**src/adc_readout_pkg.sv**
```systemverilog
// Constants shared by the serial readout and conversion control
// Notes on behaviour
// RL1: Valid chip select fall clears counters, then enables data output and shift clock.
// RL2: Valid chip select rise stops the block accepting shift clock edges.
// RL3: Data output is released while deselected and driven while selected.
// RL4: First bit driven on selection is the MSB of the previous result.
// RL5: Each later shift clock fall presents the next bit; LSB on ninth.
// RL6: Tenth shift clock fall drives output low and holds it low.
// RL7: Sampling runs from the third to the tenth shift clock falling edge.
// RL8: Tenth fall hands conversion to the controller, independent of shift clock.
// RL9: Host supplies ten to sixteen shift clocks per selected transfer.
// RL10: Host waits one conversion period after the tenth fall before restarting.
// RL11: Eleventh rise must follow tenth fall in time, else sync lost.
// RL12: Chip select level counts only after holding the minimum period.
// RL13: Each finished result is latched and shifted out unchanged next transfer.
package adc_readout_pkg;

   localparam int unsigned CLK_PERIOD_NS   = 100;
   localparam int unsigned CS_HOLD_PS      = 1425000;
   localparam int unsigned SYNC_TIMEOUT_PS = 9500000;
   localparam int unsigned CONV_TIME_NS    = 21000;

   // Least time rounds up, longest time rounds down
   localparam int unsigned CS_HOLD_CYC  = (CS_HOLD_PS + CLK_PERIOD_NS * 1000 - 1)
                                          / (CLK_PERIOD_NS * 1000);
   localparam int unsigned SYNC_TO_CYC  = SYNC_TIMEOUT_PS / (CLK_PERIOD_NS * 1000);
   localparam int unsigned CONV_CYC     = CONV_TIME_NS / CLK_PERIOD_NS;

   localparam int unsigned RES_BITS     = 10;
   localparam int unsigned FIFO_DEPTH   = 16;
   localparam int unsigned STEP_CYC     = CONV_CYC / RES_BITS;

   localparam logic [4:0] EDGE_SAMPLE_START = 5'h03;
   localparam logic [4:0] EDGE_LAST_BIT     = 5'h09;
   localparam logic [4:0] EDGE_HANDOFF      = 5'h0A;
   localparam logic [4:0] EDGE_MAX          = 5'h10;

   localparam logic [9:0] RESULT_RESET      = 10'h000;

   typedef enum logic [2:0] {
      CONV_IDLE = 3'b001,
      CONV_RUN  = 3'b010,
      CONV_PUSH = 3'b100
   } conv_state_t;

endpackage

```
**src/adc_serial_readout_control.sv**
```systemverilog
// Serial readout, sampling window and conversion sequencing of the converter
`timescale 1ns/10ps
`default_nettype none
module adc_serial_readout_control
   import adc_readout_pkg::*;
#(
   parameter int unsigned RES_W      = RES_BITS,
   parameter int unsigned DEPTH      = FIFO_DEPTH,
   parameter int unsigned HOLD_CYC   = CS_HOLD_CYC,
   parameter int unsigned TIMEOUT    = SYNC_TO_CYC,
   parameter int unsigned BIT_CYC    = STEP_CYC
) (
   // Clock and reset
   input  wire logic             i_clk,
   input  wire logic             i_sys_rst,
   // Serial pins from the host
   input  wire logic             i_cs_n,
   input  wire logic             i_io_clk,
   // Three-state serial result pin
   output logic                  o_dout,
   output logic                  o_dout_oe,
   // Analog front end control
   input  wire logic             i_cmp,
   output logic                  o_sample,
   output logic [RES_W-1:0]      o_dac_code,
   // Status
   output logic                  o_conv_busy,
   output logic                  o_selected,
   output logic                  o_sync_lost
);
   localparam int unsigned HW = $clog2(HOLD_CYC + 1);
   localparam int unsigned TW = $clog2(TIMEOUT + 1);
   localparam int unsigned SW = $clog2(BIT_CYC + 1);
   localparam int unsigned BW = $clog2(RES_W + 1);

   // Pin synchronisers
   logic cs_s1_r;
   logic cs_s2_r;
   logic clk_s1_r;
   logic clk_s2_r;
   logic clk_s3_r;
   logic cmp_s1_r;
   logic cmp_s2_r;

   always_ff @(posedge i_clk) begin
      if (i_sys_rst) begin
         cs_s1_r  <= 1'b1;
         cs_s2_r  <= 1'b1;
         clk_s1_r <= 1'b0;
         clk_s2_r <= 1'b0;
         clk_s3_r <= 1'b0;
         cmp_s1_r <= 1'b0;
         cmp_s2_r <= 1'b0;
      end else begin
         cs_s1_r  <= i_cs_n;
         cs_s2_r  <= cs_s1_r;
         clk_s1_r <= i_io_clk;
         clk_s2_r <= clk_s1_r;
         clk_s3_r <= clk_s2_r;
         cmp_s1_r <= i_cmp;
         cmp_s2_r <= cmp_s1_r;
      end
   end

   logic sclk_fall;
   logic sclk_rise;
   assign sclk_fall = clk_s3_r && !clk_s2_r;
   assign sclk_rise = !clk_s3_r && clk_s2_r;

   // Chip select qualification: a level is accepted only once it has held
   // for the minimum period, so short glitches never restart a transfer.
   logic          cs_valid_n_r;
   logic [HW-1:0] hold_cnt_r;
   logic          sel_start;
   logic          sel_end;

   always_ff @(posedge i_clk) begin
      if (i_sys_rst) begin
         cs_valid_n_r <= 1'b1;
         hold_cnt_r   <= '0;
      end else if (cs_s2_r == cs_valid_n_r) begin
         hold_cnt_r <= '0;
      end else if (hold_cnt_r == HW'(HOLD_CYC - 1)) begin
         cs_valid_n_r <= cs_s2_r; // RL12
         hold_cnt_r   <= '0;
      end else begin
         hold_cnt_r <= hold_cnt_r + 1'b1;
      end
   end

   assign sel_start = cs_valid_n_r && (hold_cnt_r == HW'(HOLD_CYC - 1)) && !cs_s2_r;
   assign sel_end   = !cs_valid_n_r && (hold_cnt_r == HW'(HOLD_CYC - 1)) && cs_s2_r;

   // Selection state and shift clock enable
   logic selected_r;
   logic lost_r;
   logic edge_ok;

   always_ff @(posedge i_clk) begin
      if (i_sys_rst) begin
         selected_r <= 1'b0;
      end else if (sel_start) begin
         selected_r <= 1'b1; // RL1
      end else if (sel_end) begin
         selected_r <= 1'b0; // RL2
      end
   end

   assign edge_ok = selected_r && !lost_r;

   // Shift clock falling edge counter
   logic [4:0] edge_cnt_r;
   logic [4:0] edge_nxt;
   assign edge_nxt = edge_cnt_r + 5'h01;

   always_ff @(posedge i_clk) begin
      if (i_sys_rst) begin
         edge_cnt_r <= '0;
      end else if (sel_start) begin
         edge_cnt_r <= '0; // RL1
      end else if (edge_ok && sclk_fall && edge_cnt_r != EDGE_MAX) begin
         edge_cnt_r <= edge_nxt;
      end
   end

   // Eleventh rise watchdog; once lost, only a chip select toggle recovers
   logic [TW-1:0] to_cnt_r;
   logic          to_run_r;

   always_ff @(posedge i_clk) begin
      if (i_sys_rst) begin
         to_cnt_r <= '0;
         to_run_r <= 1'b0;
         lost_r   <= 1'b0;
      end else if (sel_start) begin
         to_cnt_r <= '0;
         to_run_r <= 1'b0;
         lost_r   <= 1'b0; // RL11
      end else if (edge_ok && sclk_fall && edge_nxt == EDGE_HANDOFF) begin
         to_cnt_r <= '0;
         to_run_r <= 1'b1;
      end else if (to_run_r) begin
         if (sclk_rise && selected_r) begin
            to_run_r <= 1'b0;
         end else if (!selected_r) begin
            to_run_r <= 1'b0;
         end else if (to_cnt_r == TW'(TIMEOUT)) begin
            to_run_r <= 1'b0;
            lost_r   <= 1'b1; // RL11
         end else begin
            to_cnt_r <= to_cnt_r + 1'b1;
         end
      end
   end

   // Result FIFO between the conversion controller and the output shifter
   logic             fifo_wr_valid;
   logic             fifo_wr_ready;
   logic [RES_W-1:0] fifo_wr_data;
   logic             fifo_rd_valid;
   logic             fifo_rd_ready;
   logic [RES_W-1:0] fifo_rd_data;

   result_fifo #(
      .WIDTH (RES_W),
      .DEPTH (DEPTH)
   ) u_fifo (
      .i_clk      (i_clk),
      .i_sys_rst  (i_sys_rst),
      .i_wr_valid (fifo_wr_valid),
      .o_wr_ready (fifo_wr_ready),
      .i_wr_data  (fifo_wr_data),
      .o_rd_valid (fifo_rd_valid),
      .i_rd_ready (fifo_rd_ready),
      .o_rd_data  (fifo_rd_data)
   );

   // A new result is taken only at selection; without one the last result repeats
   assign fifo_rd_ready = sel_start; // RL13

   // Output shift register
   logic [RES_W-1:0] last_res_r;
   logic [RES_W-1:0] shift_r;

   always_ff @(posedge i_clk) begin
      if (i_sys_rst) begin
         last_res_r <= RESULT_RESET;
      end else if (sel_start && fifo_rd_valid) begin
         last_res_r <= fifo_rd_data; // RL13
      end
   end

   always_ff @(posedge i_clk) begin
      if (i_sys_rst) begin
         shift_r <= RESULT_RESET;
      end else if (sel_start) begin
         shift_r <= fifo_rd_valid ? fifo_rd_data : last_res_r; // RL4
      end else if (edge_ok && sclk_fall) begin
         if (edge_nxt <= EDGE_LAST_BIT) begin
            shift_r <= {shift_r[RES_W-2:0], 1'b0}; // RL5
         end else begin
            shift_r <= '0; // RL6
         end
      end
   end

   always_ff @(posedge i_clk) begin
      if (i_sys_rst) begin
         o_dout    <= 1'b0;
         o_dout_oe <= 1'b0;
      end else begin
         o_dout_oe <= selected_r; // RL3
         o_dout    <= selected_r ? shift_r[RES_W-1] : 1'b0; // RL4
      end
   end

   // Sampling window
   always_ff @(posedge i_clk) begin
      if (i_sys_rst) begin
         o_sample <= 1'b0;
      end else if (sel_start) begin
         o_sample <= 1'b0;
      end else if (edge_ok && sclk_fall) begin
         if (edge_nxt == EDGE_SAMPLE_START) begin
            o_sample <= 1'b1; // RL7
         end else if (edge_nxt == EDGE_HANDOFF) begin
            o_sample <= 1'b0; // RL7
         end
      end
   end

   // Conversion controller: successive approximation, one bit per step,
   // running on the system clock alone once started.
   conv_state_t      conv_r;
   logic [BW-1:0]    bit_idx_r;
   logic [SW-1:0]    step_r;
   logic [RES_W-1:0] code_r;
   logic             start_conv;

   assign start_conv = edge_ok && sclk_fall && edge_nxt == EDGE_HANDOFF; // RL8

   always_ff @(posedge i_clk) begin
      if (i_sys_rst) begin
         conv_r    <= CONV_IDLE;
         bit_idx_r <= '0;
         step_r    <= '0;
         code_r    <= '0;
      end else begin
         unique case (conv_r)
            CONV_IDLE: begin
               if (start_conv) begin
                  conv_r    <= CONV_RUN; // RL8
                  bit_idx_r <= BW'(RES_W - 1);
                  step_r    <= '0;
                  code_r    <= {1'b1, {(RES_W-1){1'b0}}};
               end
            end
            CONV_RUN: begin
               if (step_r == SW'(BIT_CYC - 1)) begin
                  step_r <= '0;
                  // Comparator high means the trial code overshoots
                  if (cmp_s2_r) begin
                     code_r[bit_idx_r] <= 1'b0;
                  end
                  if (bit_idx_r == '0) begin
                     conv_r <= CONV_PUSH;
                  end else begin
                     bit_idx_r                <= bit_idx_r - 1'b1;
                     code_r[bit_idx_r - 1'b1] <= 1'b1;
                  end
               end else begin
                  step_r <= step_r + 1'b1;
               end
            end
            CONV_PUSH: begin
               // Stalls here while the FIFO is full
               if (fifo_wr_ready) begin
                  conv_r <= CONV_IDLE;
               end
            end
         endcase
      end
   end

   assign fifo_wr_valid = (conv_r == CONV_PUSH);
   assign fifo_wr_data  = code_r;

   always_ff @(posedge i_clk) begin
      if (i_sys_rst) begin
         o_dac_code <= '0;
      end else begin
         o_dac_code <= code_r;
      end
   end

   assign o_conv_busy = (conv_r != CONV_IDLE);
   assign o_selected  = selected_r;
   assign o_sync_lost = lost_r;

endmodule
`default_nettype wire

```
**src/result_fifo.sv**
```systemverilog
// Parameterised flip-flop FIFO carrying finished conversion results
`timescale 1ns/10ps
`default_nettype none
module result_fifo #(
   parameter int unsigned WIDTH = 10,
   parameter int unsigned DEPTH = 16
) (
   // Clock and reset
   input  wire logic             i_clk,
   input  wire logic             i_sys_rst,
   // Write side
   input  wire logic             i_wr_valid,
   output logic                  o_wr_ready,
   input  wire logic [WIDTH-1:0] i_wr_data,
   // Read side
   output logic                  o_rd_valid,
   input  wire logic             i_rd_ready,
   output logic [WIDTH-1:0]      o_rd_data
);
   localparam int unsigned AW = $clog2(DEPTH);

   logic [WIDTH-1:0] mem_r [DEPTH];
   logic [AW-1:0]    wr_ptr_r;
   logic [AW-1:0]    rd_ptr_r;
   logic [AW:0]      count_r;
   logic             push;
   logic             pop;

   assign o_wr_ready = (count_r != (AW+1)'(DEPTH));
   assign o_rd_valid = (count_r != '0);
   assign o_rd_data  = mem_r[rd_ptr_r];
   assign push       = i_wr_valid && o_wr_ready;
   assign pop        = i_rd_ready && o_rd_valid;

   always_ff @(posedge i_clk) begin
      if (push) begin
         mem_r[wr_ptr_r] <= i_wr_data;
      end
   end

   always_ff @(posedge i_clk) begin
      if (i_sys_rst) begin
         wr_ptr_r <= '0;
         rd_ptr_r <= '0;
         count_r  <= '0;
      end else begin
         if (push) begin
            wr_ptr_r <= (wr_ptr_r == AW'(DEPTH - 1)) ? '0 : wr_ptr_r + 1'b1;
         end
         if (pop) begin
            rd_ptr_r <= (rd_ptr_r == AW'(DEPTH - 1)) ? '0 : rd_ptr_r + 1'b1;
         end
         if (push && !pop) begin
            count_r <= count_r + 1'b1;
         end else if (pop && !push) begin
            count_r <= count_r - 1'b1;
         end
      end
   end
endmodule
`default_nettype wire

```
**config.mk**
```make
export PLATFORM = sky130hd
export DESIGN_NAME = adc_serial_readout_control
export DESIGN_NICKNAME = d
export VERILOG_FILES = /design/src/adc_readout_pkg.sv /design/src/adc_serial_readout_control.sv /design/src/result_fifo.sv
export SDC_FILE = /design/constraint.sdc
export NUM_CORES = 1
export LEC_CHECK = 0
export BUFFER_PORTS_ARGS = -buffer_cell sky130_fd_sc_hd__clkbuf_2
export CAP_MARGIN = 0
export CORE_MARGIN = 2
export CORE_UTILIZATION = 50
export DETAILED_ROUTE_END_ITERATION = 6
export PLACE_DENSITY = 0.66
export SETUP_SLACK_MARGIN = 0.15
export SYNTH_ARGS = -nofsm -noshare
export SYNTH_HDL_FRONTEND = slang
export SYNTH_SLANG_ARGS = --single-unit
```
**constraint.sdc**
```tcl
create_clock -name i_clk -period 5.7 [get_ports i_clk]
set_clock_uncertainty 0.05 [all_clocks]
set_input_delay 0.285 -clock i_clk [delete_from_list [all_inputs] [get_ports i_clk]]
set_output_delay 0.285 -clock i_clk [all_outputs]
set_load 0.005 [all_outputs]
```
==> results of run 1 <==
logic make-up (layout without fill, tap and decap cells):
logic type                 Yosys count  in the layout  share of synthesized area, %
xor gates and xnor gates            20             20                         1.719
adders and majority gates           24             24                         2.897
DFF                                259            259                         63.87
and+or+nand+nor                    208            208                         10.19
buffers and inverters               54             92                         2.108
AOI/OAI and AO/OA                  127            127                         8.173
muxes                               66             66                         11.05
registers in the layout, summed over array words and instances (netlist names), 3 cells and up, named ones only:
| name | flops |
|---|---|
| u_fifo.rd_ptr_r | 4 |
| bit_idx_r | 4 |
| o_dac_code | 10 |
| last_res_r | 10 |
| hold_cnt_r | 4 |
| step_r | 5 |
| u_fifo.count_r | 5 |
| edge_cnt_r | 5 |
| u_fifo.mem_r | 160 |
| code_r | 10 |
| shift_r | 10 |
| to_cnt_r | 7 |
| conv_r | 3 |
| u_fifo.wr_ptr_r | 4 |
synth_stat cells (7+ instances only):
| master | count | share of area (%) |
|---|---|---|
| sky130_fd_sc_hd__a221oi_1 | 7 | 0.58 |
| sky130_fd_sc_hd__and2_1 | 14 | 0.82 |
| sky130_fd_sc_hd__nor2_1 | 50 | 1.8 |
| sky130_fd_sc_hd__xnor2_1 | 13 | 1.1 |
| sky130_fd_sc_hd__inv_1 | 19 | 0.67 |
| sky130_fd_sc_hd__o21ai_0 | 14 | 0.66 |
| sky130_fd_sc_hd__mux4_2 | 40 | 8.5 |
| sky130_fd_sc_hd__buf_2 | 7 | 0.33 |
| sky130_fd_sc_hd__nand3_1 | 26 | 1.2 |
| sky130_fd_sc_hd__mux2i_1 | 16 | 1.5 |
| sky130_fd_sc_hd__a21oi_1 | 43 | 2.0 |
| sky130_fd_sc_hd__a31oi_1 | 11 | 0.65 |
| sky130_fd_sc_hd__a2bb2oi_1 | 9 | 0.74 |
| sky130_fd_sc_hd__dfxtp_1 | 99 | 19 |
| sky130_fd_sc_hd__edfxtp_1 | 160 | 45 |
| sky130_fd_sc_hd__nor3_1 | 10 | 0.47 |
| sky130_fd_sc_hd__mux2_2 | 10 | 1.1 |
| sky130_fd_sc_hd__nand2_1 | 45 | 1.6 |
| sky130_fd_sc_hd__clkbuf_1 | 20 | 0.71 |
| sky130_fd_sc_hd__ha_1 | 23 | 2.7 |
| sky130_fd_sc_hd__nor2b_1 | 21 | 1.2 |
| sky130_fd_sc_hd__o31ai_1 | 10 | 0.71 |
final timing paths:
path	startpoint	to	slack, ns	cells after the start
setup / recovery	hold_cnt_r[0]	u_fifo.count_r[4]	1.96	13
hold / removal	i_sys_rst	clk_s3_r	0.31	3
setup reg to reg	hold_cnt_r[0]	u_fifo.count_r[4]	1.96	13
hold reg to reg	cs_s1_r	cs_s2_r	0.37	1
layout make-up:
cell class,count,area (um^2)
Fill cell,1688,9087
Sequential cell,259,6788
Multi-Input combinational cell,445,3615
Clock buffer,27,633.1
Tap cell,275,344.1
Clock inverter,18,252.7
Timing Repair Buffer,27,160.2
Inverter,20,75.07
through the flow:
stage          worst slack, ns  hold WS, ns
2_1_floorplan            2.451       0.3388
3_3_place_gp             2.165       0.3641
3_5_place_dp             2.033       0.3594
4_1_cts                  2.010       0.3196
5_1_grt                  1.728       0.3726
6_report                 1.962       0.3058
layout by cell type (no fill, tap or decap), types with 11 or more instances in the layout:
cell                          n
sky130_fd_sc_hd__edfxtp_1   160
sky130_fd_sc_hd__dfxtp_1     98
sky130_fd_sc_hd__nor2_1      50
sky130_fd_sc_hd__nand2_1     45
sky130_fd_sc_hd__a21oi_1     43
sky130_fd_sc_hd__mux4_2      40
sky130_fd_sc_hd__nand3_1     26
sky130_fd_sc_hd__clkbuf_16   25
sky130_fd_sc_hd__ha_1        23
sky130_fd_sc_hd__nor2b_1     21
sky130_fd_sc_hd__clkbuf_2    20
sky130_fd_sc_hd__inv_1       19
sky130_fd_sc_hd__mux2i_1     16
sky130_fd_sc_hd__and2_1      14
sky130_fd_sc_hd__o21ai_0     14
sky130_fd_sc_hd__xnor2_1     13
sky130_fd_sc_hd__a31oi_1     11
worst reg2reg max path, stage by stage, from the launching register on:
cell and delay [ns]:
sky130_fd_sc_hd__dfxtp_1 0.33, sky130_fd_sc_hd__inv_1 0.06, sky130_fd_sc_hd__ha_1 0.17, sky130_fd_sc_hd__and4b_1 0.27, sky130_fd_sc_hd__o211a_1 0.29, sky130_fd_sc_hd__clkinv_1 0.46
sky130_fd_sc_hd__ha_1 0.45, sky130_fd_sc_hd__inv_1 0.13, sky130_fd_sc_hd__ha_1 0.27, sky130_fd_sc_hd__nor2b_1 0.17, sky130_fd_sc_hd__o21a_1 0.18, sky130_fd_sc_hd__or3_1 0.30
sky130_fd_sc_hd__a21oi_1 0.16, sky130_fd_sc_hd__mux2_2 0.34
layer usage:
| layer | global-route usage (%) | vias up | part of all wire (%) |
|---|---|---|---|
| met4 | 4.528 | 0 | 1.4 |
| li1 | - | 2920 | - |
| met3 | 2.957 | 26 | 5.2 |
| met2 | 33.74 | 167 | 50 |
| met1 | 26.65 | 3207 | 44 |
| met5 | 0 | - | 0 |
power breakdown:
group	switching [mW]	internal [mW]	total, mW
clock network	0.687	1.08	1.76
logic	0.0196	0.0118	0.0315
registers	0.00484	1.97	1.98
total	0.711	3.06	3.77
==> results.py, run 1 <==
metrics = {
    "outcome": {
        "outcome": "finished clean",
    },
    "synth": {
        "synth_area_per_cell_um2": 14.02,
        "postSynth.topFlopCell": "sky130_fd_sc_hd__edfxtp_1",
        "syn_inst": 758,
        "netlist_area_um2": 10630,
        "yosys_register_bits": 259,
        "postSynthNetCount": 787,
        "synth_edf_count": 160,
        "async_flop_share_pct": 0,
        "synth_cell_type_count": 68,
        "seq_area_frac_synth_pct": 63.87,
        "synth-warning-count": 0,
    },
    "clock_tree": {
        "cts.clk_slew.worst_paths_ns": 0.06,
        "cts_buffer_count": 25,
        "clock_sinks": 259,
        "cts_repair_resizes": 0,
        "clock_tree.root_cell": "sky130_fd_sc_hd__clkbuf_16",
        "clock_tree.buffer_depth": 3,
        "clkLatencyLatePin_ns": 0.52,
        "cts_setup_buffers": 0,
        "clock_tree_from_tritoncts": "yes",
        "htree_num_levels": 1,
        "cts.hold.buffers_added": 3,
    },
    "place": {
        "place.gp.congestion": 0.8254,
        "io_buffer_count": 20,
        "hpwlAfterDp_um": 13920,
        "post-place-cells": 1023,
        "dpl_cell_area_um2": 10950,
    },
    "timing": {
        "drv_slew": 0,
        "fmaxAchievable_ghz": 0.2675,
        "timing.final.hold_violations": 0,
        "final_cycle_utilization_of_the_critical_path_pct": 65.58,
        "final.min_clock_period_ns": 3.738,
        "slew_headroom_pct": 35.11,
        "setup_viol_count_final": 0,
        "worstMarginPinSlew_ns": 0.9644,
        "setup_tns_ns": 0,
        "rsz0062_at_grt": "no",
    },
    "route": {
        "drtIter0Drc": 485,
        "via_density_per_instance": 5.901,
        "drc_viols": 0,
        "wl_per_cell_um": 20.32,
        "routed_wl_um": 21770,
        "final_antenna_net_count": 0,
        "dr.pass1.iters": 5,
        "overall_via_count_from_detail_route": 6320,
    },
    "floorplanning": {
        "floorplan.io_pins": 21,
        "die_width_um": 149.8,
        "fp.dieArea_um2": 22430,
        "die_height_um": 149.8,
        "initial_utilization_pct": 50.70,
        "placement_row_count": 53,
        "fp.coreArea_um2": 20960,
    },
    "worst_hold_path": {
        "worstHoldPathType": "input pin to register",
    },
    "worst_setup_path": {
        "nature_of_the_critical_path_endpoint": "register",
        "timing.critical_path.mode_cell": "sky130_fd_sc_hd__ha_1",
        "worst_path_dominant_cell_family": "adder cells",
        "setup.worst_path.start_class": "register",
        "data_arrival_time_at_the_worst_slack_endpoint_ns": 4.09,
        "delay_of_the_slowest_cell_on_the_worst_path_ns": 0.46,
        "setup_crit_path_kind": "register to register",
        "cp.buffers_inverters": 3,
        "worstPathRequired_ns": 6.05,
        "cell_with_the_largest_stage_delay_on_the_worst_path": "sky130_fd_sc_hd__clkinv_1",
        "cp_cell_sequence": "inv_1 -> ha_1 -> and4b_1 -> o211a_1 -> clkinv_1 -> ha_1 -> inv_1 -> ha_1 -> nor2b_1 -> o21a_1 -> or3_1 -> a21oi_1 -> mux2_2",
        "cp_max_fo": 16,
    },
    "grt": {
        "grt_pass1_wl_um": 34110,
        "grt_max_degree": 64,
        "globalRouteOverflowTotal": 0,
        "track_usage_pct": 19.65,
        "grt_pass1_vias": 6239,
        "antenna_violations_before_repair": 0,
    },
    "flow_run": {
        "max_cap_violation_count": 0,
    },
    "cells_and_area": {
        "fin_cells": 1071,
        "drive_above_1_share_pct": 16.08,
        "final_core_util_pct": 56.63,
        "layout.nets": 807,
        "antenna-diode-count": 0,
        "final_area_um2": 11870,
        "layout-area-overhead-vs-synth_pct": 11.69,
    },
    "power": {
        "fin_total_pwr_mw": 3.770,
        "vdd.ir_drop.worst_mv": 0.2675,
        "power_density_nw_per_um2": 317.7,
        "power_leakage_nw": 3.898,
    },
}
Power figures use the tool's default switching activity.
==> inputs of run 2 (changes only) <==
--- a/config.mk
+++ b/config.mk
@@ -10,7 +10,7 @@
 export CORE_MARGIN = 2
 export CORE_UTILIZATION = 50
 export DETAILED_ROUTE_END_ITERATION = 6
-export PLACE_DENSITY = 0.66
+export PLACE_DENSITY = 0.68
 export SETUP_SLACK_MARGIN = 0.15
 export SYNTH_ARGS = -nofsm -noshare
 export SYNTH_HDL_FRONTEND = slang
==> constraint.sdc (replaced) <==
create_clock -name i_clk -period 3.3 [get_ports i_clk]
set_clock_uncertainty 0.05 [all_clocks]
set_input_delay 0.165 -clock i_clk [delete_from_list [all_inputs] [get_ports i_clk]]
set_output_delay 0.165 -clock i_clk [all_outputs]
set_load 0.005 [all_outputs]
==> run 2 against run 1 <==
Against the previous run:
- utilization up 0.73 points
- final cell count up 0.93%
- sequential share of layout area down 0.72 points
- total power up 75%
- critical path depth down 2
- global-route usage up 0.39 points
- sequential power up 72%
- design area up 1.3%
- count of clock-buffer cells in the layout up 9
- sequential cell count unchanged
- worst setup slack worse by 1.7 ns
==> results.py, run 2 (synthesized netlist as in run 1, its figures left out) <==
metrics = {
    "cells_and_area": {
        "drive_above_1_share_pct": 18.11,
        "final_area_um2": 12020,
        "antenna-diode-count": 0,
        "regMostFlops": "u_fifo.mem_r",
        "layout.nets": 815,
        "largest_register_ff_count": 160,
        "final_cell_mix": "sky130_fd_sc_hd__edfxtp_1, sky130_fd_sc_hd__dfxtp_1, sky130_fd_sc_hd__nor2_1",
        "layout-area-overhead-vs-synth_pct": 13.13,
        "final_core_util_pct": 57.36,
        "layout.cells.most_common": "sky130_fd_sc_hd__edfxtp_1",
    },
    "grt": {
        "grt_pass1_wl_um": 34850,
        "grt_max_degree": 63,
        "globalRouteOverflowTotal": 0,
        "grt_pass1_vias": 6416,
        "track_usage_pct": 20.05,
        "antenna_violations_before_repair": 0,
    },
    "clock_tree": {
        "clock_tree.buffer_depth": 3,
        "clock_sinks": 259,
        "cts.clk_slew.worst_paths_ns": 0.06,
        "htree_num_levels": 1,
        "clock_tree.root_cell": "sky130_fd_sc_hd__clkbuf_16",
        "clock_tree_from_tritoncts": "yes",
        "cts_buffer_count": 26,
        "clkLatencyLatePin_ns": 0.52,
        "cts_setup_buffers": 0,
    },
    "timing": {
        "timing.final.hold_violations": 0,
        "setup_viol_count_final": 0,
        "slew_headroom_pct": 35.11,
        "setup_tns_ns": 0,
        "final.min_clock_period_ns": 3.027,
        "drv_slew": 0,
        "rsz0062_at_grt": "no",
        "fmaxAchievable_ghz": 0.3303,
        "final_cycle_utilization_of_the_critical_path_pct": 91.73,
        "worstMarginPinSlew_ns": 0.9644,
    },
    "floorplanning": {
        "fp.coreArea_um2": 20960,
        "die_width_um": 149.8,
        "floorplan.io_pins": 21,
        "initial_utilization_pct": 50.70,
        "fp.dieArea_um2": 22430,
        "die_height_um": 149.8,
        "placement_row_count": 53,
    },
    "flow_run": {
        "max_cap_violation_count": 0,
    },
    "power": {
        "internal_power_mw": 5.360,
        "power.share.sequential_pct": 51.7,
        "clkPwrFrac_pct": 47.4,
        "power.net_switching_mw": 1.239,
        "vdd.ir_drop.worst_mv": 0.4437,
        "power_density_nw_per_um2": 549.0,
        "power_leakage_nw": 3.979,
        "power.switching_fraction_pct": 18.77,
        "pwr-share-comb_pct": 0.8,
    },
    "route": {
        "via_density_per_instance": 5.873,
        "final_antenna_net_count": 0,
        "drc_viols": 0,
        "wl_met3_um": 1187,
        "routedLengthMet1_um": 9492,
        "met2_wirelength_um": 11080,
        "routed_wl_um": 22310,
        "drtIter0Drc": 675,
        "overall_via_count_from_detail_route": 6349,
        "top_layer_used": "met4",
        "wl_per_cell_um": 20.64,
        "dr.pass1.iters": 5,
    },
    "outcome": {
        "outcome": "finished clean",
    },
    "place": {
        "hpwlAfterDp_um": 14690,
        "place.gp.congestion": 0.8416,
        "io_buffer_count": 20,
        "dpl_cell_area_um2": 11040,
    },
    "worst_setup_path": {
        "data_arrival_time_at_the_worst_slack_endpoint_ns": 3.39,
        "timing.rr.start": "u_fifo.count_r[0]",
        "worstRegToRegCells": 11,
        "worstPathRequired_ns": 3.66,
        "setup.worst_path.start_class": "register",
        "setup_crit_path_kind": "register to register",
        "worstSetupStartpoint": "u_fifo.count_r[0]",
        "cp_max_fo": 6,
        "nature_of_the_critical_path_endpoint": "register",
    },
    "worst_hold_path": {
        "source_of_the_worst_hold_timing_path": "i_sys_rst",
        "worstHoldPathType": "input pin to register",
        "whs_path_depth": 3,
    },
}
-- run 2: cell count changes in the layout (fill, tap and decap cells not counted), sizes merged --
| cell | change |
|---|---|
| clkbuf | +9 |
| buf | +7 |
| clkinvlp | -5 |
| bufinv | -2 |
| clkinv | +1 |
-- run 2: worst max-delay path: stages, from the launching register on --
cell	delay, ns
sky130_fd_sc_hd__dfxtp_2	0.35
sky130_fd_sc_hd__or4_4	0.57
sky130_fd_sc_hd__o211a_4	0.29
sky130_fd_sc_hd__clkinv_4	0.05
sky130_fd_sc_hd__ha_2	0.20
sky130_fd_sc_hd__inv_2	0.07
sky130_fd_sc_hd__ha_4	0.22
sky130_fd_sc_hd__nor2b_1	0.15
sky130_fd_sc_hd__o21a_1	0.17
sky130_fd_sc_hd__or3_1	0.32
sky130_fd_sc_hd__a21oi_2	0.14
sky130_fd_sc_hd__mux2_2	0.33
-- run 2: per-stage QoR --
stage               setup WS (ns)  power, mW  instances  hold slack (ns)
floorplan                  0.1710      3.517        758           0.2188
global placement           0.2093      3.532       1030           0.2984
detailed placement         0.1394      3.535       1030           0.3023
CTS                        0.1875      6.640       1081           0.1233
global route               0.1505      6.772       1081           0.1832
finish                     0.2729      6.599       1081           0.1388
-- run 2: repair_timing --
action | CTS | global route
pin swaps | 0 | 0
resized for setup | 1 | 4
endpoints found under the setup margin | 1 | 1
endpoints found under the hold margin | 3 | 0
hold buffers | 3 | 0
-- run 2: area by class of cell --
type	instances	area (um^2)
Clock buffer	36	769.5
Timing Repair Buffer	34	237.7
Clock inverter	12	157.7
Sequential cell	259	6789
Fill cell	1646	8935
Multi-Input combinational cell	445	3642
Inverter	20	80.08
Tap cell	275	344.1
-- run 2: power groups by stage --
stage | combinational [mW] | sequential [mW] | clock, mW
floorplan | 0.0362 | 3.48 | 0
global placement | 0.0501 | 3.48 | 0
detailed placement | 0.0521 | 3.48 | 0
CTS | 0.0550 | 3.41 | 3.17
global route | 0.0607 | 3.41 | 3.30
finish | 0.0545 | 3.41 | 3.13
-- run 2: path summary, 6_finish.rpt --
| check | slack, ns | end |
|---|---|---|
| setup / recovery | 0.27 | u_fifo.count_r[4] |
| setup reg to reg | 0.27 | u_fifo.count_r[4] |
| hold reg to reg | 0.36 | cs_s2_r |
| hold / removal | 0.14 | cs_valid_n_r |
-- run 2: metal layers --
layer	vias up	global-route usage, %
met1	3178	28.22
met4	0	6.415
met2	191	32.96
met3	41	2.287
met5	-	0
li1	2939	-
==> inputs of run 3 (changes only) <==
--- a/config.mk
+++ b/config.mk
@@ -7,10 +7,12 @@
 export LEC_CHECK = 0
 export BUFFER_PORTS_ARGS = -buffer_cell sky130_fd_sc_hd__clkbuf_2
 export CAP_MARGIN = 0
+export CELL_PAD_IN_SITES_DETAIL_PLACEMENT = 1
+export CELL_PAD_IN_SITES_GLOBAL_PLACEMENT = 1
 export CORE_MARGIN = 2
-export CORE_UTILIZATION = 50
+export CORE_UTILIZATION = 47
 export DETAILED_ROUTE_END_ITERATION = 6
-export PLACE_DENSITY = 0.68
+export PLACE_DENSITY_LB_ADDON = 0.1
 export SETUP_SLACK_MARGIN = 0.15
 export SYNTH_ARGS = -nofsm -noshare
 export SYNTH_HDL_FRONTEND = slang
==> constraint.sdc (replaced) <==
create_clock -name i_clk -period 3.3 [get_ports i_clk]
set_clock_uncertainty 0.05 [all_clocks]
set_input_delay 0.66 -clock i_clk [delete_from_list [all_inputs] [get_ports i_clk]]
set_output_delay 0.66 -clock i_clk [all_outputs]
set_load 0.005 [all_outputs]
==> run 3 against run 2 <==
Against the previous run:
- design area about the same
- non-clock buffer count increased by 2
- sequential cell count unchanged
- first-iteration DRC count decreased by 44%
- wire length increased by 8.5%
- worst setup slack got worse by 0.0070 ns
- register-to-register slack about the same
- hold slack improved by 0.14 ns
- clock power decreased by 4%
==> results.py, run 3 (synthesized netlist as in run 1, its figures left out) <==
metrics = {
    "outcome": {
        "outcome": "finished clean",
    },
    "clock_tree": {
        "cts.clk_slew.worst_paths_ns": 0.06,
        "clock_tree.root_cell": "sky130_fd_sc_hd__clkbuf_16",
        "clock_tree_from_tritoncts": "yes",
        "clock_tree.buffer_depth": 3,
        "cts_buffer_count": 28,
        "cts.hold.buffers_added": 0,
        "htree_num_levels": 1,
        "clkLatencyLatePin_ns": 0.54,
        "clock_sinks": 259,
    },
    "route": {
        "via_density_per_instance": 5.883,
        "dr.pass1.iters": 5,
        "wl_per_cell_um": 22.09,
        "drtIter0Drc": 381,
        "routed_wl_um": 24210,
        "drc_viols": 0,
        "final_antenna_net_count": 0,
        "overall_via_count_from_detail_route": 6448,
    },
    "worst_setup_path": {
        "cp_max_fo": 5,
        "data_arrival_time_at_the_worst_slack_endpoint_ns": 3.41,
        "worstPathRequired_ns": 3.67,
        "nature_of_the_critical_path_endpoint": "register",
        "worstSetupStartpoint": "u_fifo.count_r[0]",
        "timing.rr.start": "u_fifo.count_r[0]",
        "setup_crit_path_kind": "register to register",
        "setup.worst_path.start_class": "register",
    },
    "timing": {
        "final.min_clock_period_ns": 3.034,
        "timing.final.hold_violations": 0,
        "drv_slew": 0,
        "rsz0062_at_grt": "yes",
        "worstMarginPinSlew_ns": 1.106,
        "final_cycle_utilization_of_the_critical_path_pct": 91.94,
        "setup_viol_count_final": 0,
        "slew_headroom_pct": 25.62,
        "fmaxAchievable_ghz": 0.3296,
        "setup_tns_ns": 0,
    },
    "place": {
        "place.gp.congestion": 0.8178,
        "hpwlAfterDp_um": 15830,
        "io_buffer_count": 20,
        "post-place-cells": 1044,
    },
    "power": {
        "power.net_switching_mw": 1.254,
        "fin_total_pwr_mw": 6.483,
        "pwr-share-comb_pct": 0.8,
        "internal_power_mw": 5.229,
        "power.share.sequential_pct": 52.7,
        "clkPwrFrac_pct": 46.5,
        "power_density_nw_per_um2": 539.8,
        "power_leakage_nw": 3.961,
        "power.switching_fraction_pct": 19.34,
        "vdd.ir_drop.worst_mv": 0.3859,
    },
    "worst_hold_path": {
        "source_of_the_worst_hold_timing_path": "i_io_clk",
        "worstHoldPathType": "input pin to register",
    },
    "cells_and_area": {
        "fin_cells": 1096,
        "final_cell_mix": "sky130_fd_sc_hd__edfxtp_1, sky130_fd_sc_hd__dfxtp_1, sky130_fd_sc_hd__nor2_1",
        "regMostFlops": "u_fifo.mem_r",
        "layout-area-overhead-vs-synth_pct": 13.04,
        "largest_register_ff_count": 160,
        "layout.nets": 819,
        "antenna-diode-count": 0,
        "final.fill_count": 2202,
        "drive_above_1_share_pct": 17.63,
        "final_core_util_pct": 53.54,
        "layout.cells.most_common": "sky130_fd_sc_hd__edfxtp_1",
    },
    "floorplanning": {
        "floorplan.io_pins": 21,
        "die_height_um": 154.4,
        "fp.coreArea_um2": 22430,
        "die_width_um": 154.4,
        "placement_row_count": 55,
        "initial_utilization_pct": 47.36,
        "fp.dieArea_um2": 23830,
    },
    "grt": {
        "grt_pass1_wl_um": 38770,
        "grt_pass1_vias": 6836,
        "grt_max_degree": 63,
        "globalRouteOverflowTotal": 0,
        "track_usage_pct": 20.88,
        "antenna_violations_before_repair": 0,
    },
    "flow_run": {
        "max_cap_violation_count": 0,
    },
}
## run 3: worst max-delay path: stages (launching register included)
cell and delay [ns]:
sky130_fd_sc_hd__dfxtp_2 0.35, sky130_fd_sc_hd__or4_4 0.57, sky130_fd_sc_hd__o211a_4 0.29, sky130_fd_sc_hd__clkinv_4 0.06, sky130_fd_sc_hd__ha_4 0.15, sky130_fd_sc_hd__inv_1 0.09
sky130_fd_sc_hd__ha_4 0.23, sky130_fd_sc_hd__nor2b_1 0.14, sky130_fd_sc_hd__o21a_1 0.18, sky130_fd_sc_hd__or3_1 0.33, sky130_fd_sc_hd__a21oi_2 0.15, sky130_fd_sc_hd__mux2_2 0.34
## run 3: layout make-up
type | count | area (um^2) | area share, %
Sequential cell | 259 | 6789 | 56.53
Clock buffer | 41 | 790.8 | 6.584
Clock inverter | 10 | 96.34 | 0.8022
Inverter | 20 | 80.08 | 0.6667
Tap cell | 285 | 356.6 | 2.969
Timing Repair Buffer | 36 | 245.2 | 2.042
Multi-Input combinational cell | 445 | 3652 | 30.41
## run 3: stage by stage
| step | cell area [um^2] | setup slack, ns | hold WS (ns) |
|---|---|---|---|
| CTS | 12000 | 0.1875 | 0.2636 |
| global route | 12010 | 0.1169 | 0.2766 |
| detailed placement | 11090 | 0.08511 | 0.3644 |
| global placement | 11090 | 0.1718 | 0.3646 |
| floorplan | 10640 | 0.1710 | 0.3395 |
| finish | 12010 | 0.2659 | 0.2829 |
## run 3: metal layers
metal | global-route usage [%] | wire length [um] | up-vias
met2 | 35.68 | 12020 | 127
li1 | - | - | 2953
met3 | 3.082 | 975 | 32
met1 | 28.53 | 10790 | 3336
met5 | 0 | 0 | -
met4 | 4.894 | 424 | 0
## run 3: final timing paths
check | to | slack, ns | cells after the start
worst min-delay path | clk_s1_r | 0.28 | 2
worst min register to register | cs_s2_r | 0.37 | 1
worst max-delay path | u_fifo.count_r[4] | 0.27 | 11
worst max register to register | u_fifo.count_r[4] | 0.27 | 11
## run 3: power by group through the flow
stage	registers [mW]	logic, mW	clock network [mW]
finish	3.42	0.0547	3.01
global route	3.41	0.0621	3.21
CTS	3.42	0.0562	3.08
detailed placement	3.48	0.0562	0
global placement	3.48	0.0548	0
floorplan	3.48	0.0362	0
## run 3: repair_timing
action / in CTS / in global routing
resized for setup: 3 / 2
buffers inserted: 1 / 0
pin swaps: 1 / 0
setup endpoints to repair: 1 / 11
